`config.mk`:
```
export PLATFORM = sky130hd
export DESIGN_NAME = speed_mon
export DESIGN_NICKNAME = d
export VERILOG_FILES = /design/src/rtl/speed_mon_pkg.sv /design/src/rtl/period_meter.sv /design/src/rtl/speed_mon.sv
export VERILOG_INCLUDE_DIRS = /design/src /design/src/rtl
export SDC_FILE = /design/constraint.sdc
export NUM_CORES = 2
export LEC_CHECK = 0
export BUFFER_PORTS_ARGS = -buffer_cell sky130_fd_sc_hd__buf_2
export CORE_MARGIN = 5
export CORE_UTILIZATION = 25
export CTS_BUF_LIST = sky130_fd_sc_hd__clkbuf_4
export DETAILED_ROUTE_END_ITERATION = 6
export SYNTH_ARGS = -nofsm -noshare
export SYNTH_HDL_FRONTEND = slang
export SYNTH_SLANG_ARGS = --single-unit
```
`constraint.sdc`:
```
create_clock -name clk -period 3.57 [get_ports clk]
set_input_delay 0.8925 -clock clk [delete_from_list [all_inputs] [get_ports clk]]
set_output_delay 0.8925 -clock clk [all_outputs]
set_load 0.005 [all_outputs]
```
`src/rtl/speed_mon_defs.svh`:
```
`ifndef SPEED_MON_DEFS_SVH
`define SPEED_MON_DEFS_SVH
`define CNT_W        24
`define CNT_ZERO     24'h000000
`define CNT_ONE      24'h000001
`define CNT_MAX      24'hFFFFFF
`define FLAG_RESET   1'b0
`define NUM_THRESH   8
`define SEL_W        3
`endif

```
`src/rtl/speed_mon_pkg.sv`:
```
package speed_mon_pkg;
  typedef enum logic [1:0] {
    MODE_ENCODER,
    MODE_PROX_PAIR,
    MODE_ENC_PROX
  } axis_mode_t;

  typedef struct packed {
    logic standstill;
    logic excess_speed;
    logic shearpin_broken;
    logic safe_state;
    logic direction;
  } axis_status_t;

  typedef struct packed {
    logic track_a;
    logic track_b;
    logic prox;
    logic prox2;
  } axis_inputs_t;
endpackage

```
`src/rtl/period_meter.sv`:
```
`timescale 1ns/1ps
`include "speed_mon_defs.svh"
// Measures rising-edge spacing of one signal in clock cycles
module period_meter #(
  parameter int CW = `CNT_W
) (
  // Clock and reset
  input  wire logic          clk,
  input  wire logic          rst_b,
  input  wire logic          ce,
  // Signal
  input  wire logic          sig,
  // Result
  output logic [CW-1:0]      period_r,
  output logic               edge_r
);
  logic          sig_d_r;
  logic          armed_r;
  logic [CW-1:0] cnt_r;
  logic          rise;

  // No edge until the delay holds a real level; a high pin at reset
  // would otherwise read as a rise
  assign rise = sig & ~sig_d_r & armed_r;

  always_ff @(posedge clk or negedge rst_b) begin
    if (!rst_b) begin
      sig_d_r <= 1'b0;
      armed_r <= 1'b0;
    end else if (ce) begin
      sig_d_r <= sig;
      armed_r <= 1'b1;
    end
  end

  // Saturating age counter; a missing edge reads as a long period
  always_ff @(posedge clk or negedge rst_b) begin
    if (!rst_b) begin
      cnt_r    <= CW'(`CNT_ZERO);
      period_r <= CW'(`CNT_MAX);
      edge_r   <= `FLAG_RESET;
    end else if (ce) begin
      edge_r <= rise;
      if (rise) begin
        period_r <= cnt_r;
        cnt_r    <= CW'(`CNT_ONE);
      end else begin
        if (cnt_r != CW'(`CNT_MAX))
          cnt_r <= cnt_r + CW'(1);
        if (cnt_r > period_r)
          period_r <= cnt_r;
      end
    end
  end
endmodule

```
`src/rtl/speed_mon.sv`:
```
`timescale 1ns/1ps
`include "speed_mon_defs.svh"
// Behaviour
// - With encoder plus proximity switch, track A, track B and the switch are each measured separately.
// - In that mixed mode standstill needs at least two of the three signals below standstill frequency.
// - Shearpin break is flagged when both tracks are still while the switch shows rotation.
// - A shearpin break forces the safe state only when its option is enabled.
// - Two axes are monitored independently with their own inputs, evaluations and status.
// - Eight speed thresholds are held and the selected one is compared to report excess speed.
module speed_mon #(
  parameter int AXES = 2,
  parameter int CW   = `CNT_W,
  parameter int NT   = `NUM_THRESH
) (
  // Clock and reset
  input  wire logic                      clk,
  input  wire logic                      rst_b,
  input  wire logic                      ce,
  // Sensor inputs per axis
  input  speed_mon_pkg::axis_inputs_t    sens     [AXES],
  // Configuration per axis
  input  speed_mon_pkg::axis_mode_t      mode     [AXES],
  input  wire logic                      shear_en [AXES],
  input  wire logic [CW-1:0]             still_per[AXES],
  input  wire logic [CW-1:0]             thresh   [AXES][NT],
  input  wire logic [`SEL_W-1:0]         sel      [AXES],
  // Status to base unit
  output speed_mon_pkg::axis_status_t    status_r [AXES]
);
  // ------------------------------------------------------------
  // Helpers
  // ------------------------------------------------------------
  // Period longer than the standstill period means below frequency
  function automatic logic is_slow(input logic [CW-1:0] p,
                                   input logic [CW-1:0] lim);
    is_slow = (p > lim);
  endfunction

  function automatic logic vote2(input logic a, input logic b,
                                 input logic c);
    vote2 = (a & b) | (a & c) | (b & c);
  endfunction

  // ------------------------------------------------------------
  // Per-axis evaluation
  // ------------------------------------------------------------
  for (genvar ax = 0; ax < AXES; ax++) begin : g_axis
    logic [CW-1:0] per_a, per_b, per_p, per_q;
    logic          edg_a, edg_b, edg_p, edg_q;
    logic          slow_a, slow_b, slow_p, slow_q;
    logic          still, shear, fast, dir_nxt;
    logic [CW-1:0] enc_per, lim;

    period_meter #(.CW(CW)) u_a (
      .clk(clk), .rst_b(rst_b), .ce(ce), .sig(sens[ax].track_a),
      .period_r(per_a), .edge_r(edg_a));
    period_meter #(.CW(CW)) u_b (
      .clk(clk), .rst_b(rst_b), .ce(ce), .sig(sens[ax].track_b),
      .period_r(per_b), .edge_r(edg_b));
    period_meter #(.CW(CW)) u_p (
      .clk(clk), .rst_b(rst_b), .ce(ce), .sig(sens[ax].prox),
      .period_r(per_p), .edge_r(edg_p));
    period_meter #(.CW(CW)) u_q (
      .clk(clk), .rst_b(rst_b), .ce(ce), .sig(sens[ax].prox2),
      .period_r(per_q), .edge_r(edg_q));

    assign slow_a = is_slow(per_a, still_per[ax]);
    assign slow_b = is_slow(per_b, still_per[ax]);
    assign slow_p = is_slow(per_p, still_per[ax]);
    assign slow_q = is_slow(per_q, still_per[ax]);

    always_comb begin
      still   = 1'b0;
      shear   = 1'b0;
      enc_per = per_a;
      case (mode[ax])
        speed_mon_pkg::MODE_ENCODER: begin
          still = slow_a & slow_b;
        end
        speed_mon_pkg::MODE_PROX_PAIR: begin
          still   = slow_p & slow_q;
          enc_per = per_p;
        end
        speed_mon_pkg::MODE_ENC_PROX: begin
          still = vote2(slow_a, slow_b, slow_p);
          shear = slow_a & slow_b & ~slow_p;
        end
        default: begin
          still = 1'b0;
        end
      endcase
    end

    // Fewer cycles per edge than the selected limit is too fast
    assign lim  = thresh[ax][sel[ax]];
    assign fast = ~still & (enc_per < lim);

    // Direction: B level one cycle after the A rise; high is forward
    assign dir_nxt = sens[ax].track_b;

    // Status outputs refresh every enabled cycle, except direction, which updates only on an A edge
    always_ff @(posedge clk or negedge rst_b) begin
      if (!rst_b) begin
        status_r[ax] <= '0;
      end else if (ce) begin
        status_r[ax].standstill      <= still;
        status_r[ax].excess_speed    <= fast;
        status_r[ax].shearpin_broken <= shear;
        status_r[ax].safe_state      <= fast | (shear & shear_en[ax]);
        if (edg_a)
          status_r[ax].direction <= dir_nxt;
      end
    end
  end
endmodule

```
After elaboration in Yosys (flattened, before gate mapping)
Cells that the tools add are included.
{ "totals": {"out_inout_bits": 10, "register_bits": 405, "wordCells": 207} }
{ "op_classes": {"mux": 44, "n_eq_ne": 12, "bitwise_logic": 50, "n_reduce_logical": 36, "n_lt_le_gt_ge": 20, "addsub": 8} }
{ "ops": {"columns": ["op", "n"], "rows": [
  ["$mux 24", 38],
  ["$gt 24x24->1", 16],
  ["$add 24x1->24 const B", 8],
  ["$ne 24x24->1 const B", 8],
  ["$bmux 24 s3", 2],
  ["$lt 24x24->1", 2],
  ["$reduce_and 2->1", 18],
  ["$reduce_bool 2->1", 16],
  ["$and 1x1->1", 30],
  ["$not 1->1", 12],
  ["$ge 4x4->1 const B", 2],
  ["$not 3->4", 2],
  ["$or 1x1->1", 6],
  ["$pmux 1 s3", 2],
  ["$eq 2x1->1 const B", 2],
  ["$eq 2x2->1 const B", 2],
  ["$logic_not 2->1", 2],
  ["$mux 1", 2]
]} }

Longest topological paths before layout
{ "logic_depth": {"word_depth": 8, "depth_mapped": 14, "ltp_nobuf": 12} }

Cells and area by module
A second synthesis with hierarchy kept.
{ "hier_totals": {"cells_unflattened": 3328, "hier_area_um2": 33973.8} }
{ "by_module_without_submodules": {"columns": ["mod", "cells_each", "area_per_inst_um2", "n_inst"], "rows": [
  ["period_meter", 299, 3105.5, 8],
  ["speed_mon", 936, 9130.0, 1]
]} }

Worst setup path before layout
Ideal clock, no wire load.
{ "synth_path": {"path_kind": "input -> register", "from": "input port sel[3] (netlist name)", "to": "register status_r[6] (netlist name)", "arrival_ns": 4.294, "n_path_buf": 2, "setup_slack_ns": -0.850, "cell_stages": 11, "required_ns": 3.444, "setup_time_ns": 0.126, "path_cell_list": "buf_1 buf_1 mux4_2 mux2i_1 ha_1 nand4_1 or2_2 or4_1 o311ai_0 nor4_1 a221o_1"} }
{ "synth_between": {"elab_chain_len": 7} }
{ "synth_lines": {"columns": ["element", "line", "rtl"], "rows": [
  ["start, declared", "speed_mon.sv:26", "input wire logic [`SEL_W-1:0] sel [AXES],"],
  ["$not 3->4 (not written as such)", "speed_mon.sv:95", "assign lim = thresh[ax][sel[ax]];"],
  ["$bmux 24 s3", "speed_mon.sv:95", null],
  ["$mux 24 (not written as such) (2 in a row)", "speed_mon.sv:95", null],
  ["$lt 24x24->1", "speed_mon.sv:96", "assign fast = ~still & (enc_per < lim);"],
  ["$and 1x1->1", "speed_mon.sv:96", null],
  ["$or 1x1->1", "speed_mon.sv:109", "status_r[ax].safe_state <= fast | (shear & shear_en[ax]);"],
  ["end, declared", "speed_mon.sv:28", "output speed_mon_pkg::axis_status_t status_r [AXES]"]
]} }
No other way between the ends. The select of a mux whose other input is x is not followed.
A chain may end at the register's enable or synchronous reset.

Worst setup path after layout
Ends and elaborated chain as after synthesis.

==> summary by stage <==
Run status
The checks that failed: design-rule violations. The run finished, with violations left.

Place
In this run the tool buffered the top-level ports with 464 buffer cells. Once placement completed, the tool counted placed cells totaling roughly 5.4k. The wire-length estimate of the detail-placed layout is ~85,000 µm. The routability-driven placement congestion ratio is just over 0.9. After detailed placement, the total cell area comes to roughly 37,000 µm². The setup slack after placement is -1.04 ns.

Synthesis
The cell type with the largest total area after synthesis is sky130_fd_sc_hd__ha_1. The flip-flop and latch count after synthesis is about 410. For this run, the leading register cell type out of synthesis is sky130_fd_sc_hd__dfrtp_1. The number of flops mapped to enable cells by yosys is 0.

The cell area that synthesis handed to floorplanning was approximately 31,000 µm². Counting every net in the synthesized netlist gives 4,132. After synthesis, the netlist uses between 60 and 70 different library cells. The fraction of synthesized cell area taken by the top area cell type is 0.174. Yosys printed 0 warnings. The sequential share of the synthesized area is 0.330.

For this run, asynchronously set or reset flops after synthesis account for 1.00. After technology mapping, the gate count stands at around 3.2k. A synthesized cell averages between 9 and 10 µm². By area the synthesized netlist is led by sky130_fd_sc_hd__ha_1, sky130_fd_sc_hd__dfrtp_1, sky130_fd_sc_hd__dfstp_2.

Final layout
From synthesis to final layout, the design area changed by 22.9%. The number of nets in the final layout is ~4.8k. The count of fill cells added during filler insertion is ~13k. Summing all flip-flop and latch instances after layout gives approximately 10,000 µm². In the layout the commonest cells are sky130_fd_sc_hd__buf_2, sky130_fd_sc_hd__ha_1, sky130_fd_sc_hd__inv_1, sky130_fd_sc_hd__nor2_1, sky130_fd_sc_hd__nand2_1. The final cell count without fillers is between 5k and 6k.

Of the cells placed in the final design, the portion with a size suffix greater than 1 is 0.327. The commonest non-fill, non-tap cell in the layout is sky130_fd_sc_hd__buf_2. The multi-input gate area in the final layout is around 20,000 µm². The final standard cell area without fillers is 38,600 µm².

Die
The starting density of the core is 0.251. The core area is 125,000 µm². The initialized floorplan defines 130 standard-cell rows. The overall die height is ~360 µm. From left edge to right edge, the die measures 365 µm. The number of ports placed on the die boundary is roughly 470. The overall die area is approximately 130,000 µm².

Setup path
The endpoint required time on the critical path is between 4 and 5 ns. The flop-to-flop setup slack is approximately 0.30 ns. The length in cells of the worst reg-to-reg path is 8.

Traced cell by cell, the critical path runs through buf_2 > buf_12 > buf_4 > mux4_2 > mux2i_1 > ha_1 > a21o_1 > a21o_1 > a221oi_1 > nor2_1 > nor3_1 > o311ai_2 > nor4_1 > a221o_1. The slowest stage of the critical path is the sky130_fd_sc_hd__mux4_2 cell. The largest stage delay on the critical path is roughly 0.53 ns. The library cell appearing most often on the critical path is sky130_fd_sc_hd__a21o_1. In this run the critical register-to-register path is launched from g_axis[0].u_a.period_r[22]. The kind of critical path is in -> reg.

The arrival time reported for the critical path endpoint is 4.32 ns. The maximum fanout along the worst path is 28. The critical register-to-register path endpoint is status_r[6]. The category of the worst setup path capture point is a flop. The worst setup path is launched from a primary input.

Timing
Setup repair after global routing left no endpoint under its margin. For this run, the top clock speed supported by timing is ~0.3 GHz. The total negative slack for setup checks is 0 ns.

In this run the tightest slew margin relative to its limit is 0.456. The part of the cycle the worst path needs is 0.958. The post-route minimum period is around 3.4 ns.

The transition time at the pin with the least slew margin is slightly above 0.8 ns. The final worst clock skew is 0.0800 ns. The final-report hold violation count is 0.

The final hold slack is about 0.18 ns. The final setup violation count is 0. The count of pins over their slew limit is 0.

The worst setup slack after layout is ~0.15 ns.

Route
The detailed-routing iteration count for the pre-antenna-repair pass is 7. The routed wire length per instance is approximately 18 µm. The number of vias per cell after detailed routing is slightly below 5. The post-detailed-route DRC marker count is 5. The number of DRC markers in iteration 0 is around 1.5k. Summed over all layers, the routed wires come to 104,000 µm. The total via count in the routed design is ~27k.

The detail route stage leaves a number of antenna-violating nets equal to 0.

Clocking
In this run the deepest clock path goes through 3 buffers. The tree is rooted in a sky130_fd_sc_hd__clkbuf_4. The number of H-tree levels is 3. The clock latency reported for the late side of the worst-skew pair is between 0.9 and 1 ns.

After clock tree synthesis, the clock-pin slew on the worst setup and hold paths is about 0.07 ns. The post-CTS setup repair buffer count is 0. The clock sink total is slightly above 400.

The CTS tree is built. The number of buffers added by the clock tree synthesis step is around 110.

Power and ir drop
The areal power density over the cells is 388 nW/µm². The worst-case IR drop observed on VDD is about 0.00021 V. In this run the static leakage power is approximately 18 nW.

Worst hold path
The startpoint of the worst hold path is sens[5]. The number of cells traversed by the worst hold path is 2. The end of the worst hold path is g_axis[0].u_p.sig_d_r. The path class of the tightest hold or removal check is in -> reg.

GRT
The total overflow reported by the global router is 0. The via count of the first global-routing pass is between 20k and 30k. The first-pass GRT wire length is ~160,000 µm.

The aggregate global-route resource usage is 0.153. Entering global routing, the biggest net connects 79 pins. The number of antenna violations at the first check in global routing is 10.

Job
Max-cap violations in this run came to 0.
==> state kept, by name (all words and copies together), names as in the netlist <==
name,cells
g_axis.u_a.cnt_r,48
g_axis.u_a.edge_r,2
g_axis.u_p.sig_d_r,2
g_axis.u_a.sig_d_r,2
g_axis.u_p.cnt_r,48
g_axis.u_p.period_r,48
g_axis.u_a.armed_r,1
g_axis.u_b.cnt_r,48
g_axis.u_q.sig_d_r,2
g_axis.u_b.sig_d_r,2
status_r,10
g_axis.u_q.cnt_r,48
g_axis.u_a.period_r,48
g_axis.u_q.period_r,48
g_axis.u_b.period_r,48
==> per-layer routing <==
metal | track usage | part of all wire
met5 | 0 | 0.00015
met4 | 0.0606 | 0.040
met3 | 0.0255 | 0.038
met2 | 0.255 | 0.49
met1 | 0.197 | 0.44
==> critical path: cells and delay by family <==
kind                       cells  cell delay [ns]
AOI/OAI and AO/OA              5             1.06
muxes                          2             0.77
and+or+nand+nor                3             0.72
buffers and inverters          3             0.57
adders and majority gates      1             0.31
==> report_power, final <==
| group | internal [W] | leakage [nW] | switching [W] |
|---|---|---|---|
| Combinational | 0.00237 | 12.4 | 0.00259 |
| Sequential | 0.00512 | 4.87 | 0.000482 |
| Clock | 0.00225 | 0.890 | 0.00219 |
==> synth_stat cells, drive strengths merged (34+ instances only) <==
| library cell | n |
|---|---|
| nand3 | 108 |
| xor2 | 82 |
| nand4 | 118 |
| dfstp | 192 |
| a21o | 81 |
| dfrtp | 213 |
| mux4 | 96 |
| mux2 | 155 |
| buf | 34 |
| or3 | 37 |
| a21oi | 198 |
| nand2 | 238 |
| o211ai | 37 |
| ha | 438 |
| inv | 279 |
| clkbuf | 69 |
| o21ai | 185 |
| mux2i | 73 |
| nor2 | 257 |
| xnor2 | 52 |
==> how the worst max path moves through the flow <==
stage	from	slack, ns	endpoint
after global routing	sel[3]	0.09	status_r[6]
after CTS	sel[3]	0.05	status_r[6]
final	sel[3]	0.15	status_r[6]
after floorplan	sel[3]	-0.002	status_r[6]
after detailed placement	sel[3]	-1.04	status_r[6]
after global placement	sel[3]	-0.99	status_r[6]
==> layout make-up <==
class | count | area share
Inverter | 280 | 0.0272
Timing Repair Buffer | 653 | 0.103
Sequential cell | 405 | 0.268
Multi-Input combinational cell | 2451 | 0.509
Clock inverter | 36 | 0.00414
Tap cell | 1650 | 0.0534
Antenna cell | 6 | 0.000388
Clock buffer | 176 | 0.0342
==> logic make-up (layout without fill, tap and decap cells) <==
family,count (synthesis),after routing,synth area share
muxes,324,324,0.148
other,0,6,0
and+or+nand+nor,963,963,0.151
buffers and inverters,383,1145,0.0463
xor gates and xnor gates,134,134,0.0373
AOI/OAI and AO/OA,591,591,0.114
DFF,405,405,0.330
adders and majority gates,439,439,0.175
==> timing repair <==
| action | 4_1_cts | 5_1_grt |
|---|---|---|
| endpoints found under the hold margin | 35 | 0 |
| setup endpoints to repair | 0 | 1 |
| hold buffers | 1 | 0 |
| resized for setup | 0 | 1 |
==> metrics by stage <==
step                      utilization  power (W)
final                           0.309     0.0150
after global placement          0.297     0.0105
after floorplan                     -    0.00881
after global routing            0.309     0.0160
after CTS                       0.308     0.0152
after detailed placement        0.297     0.0106
No activity file was read; power rests on OpenSTA's default activity.
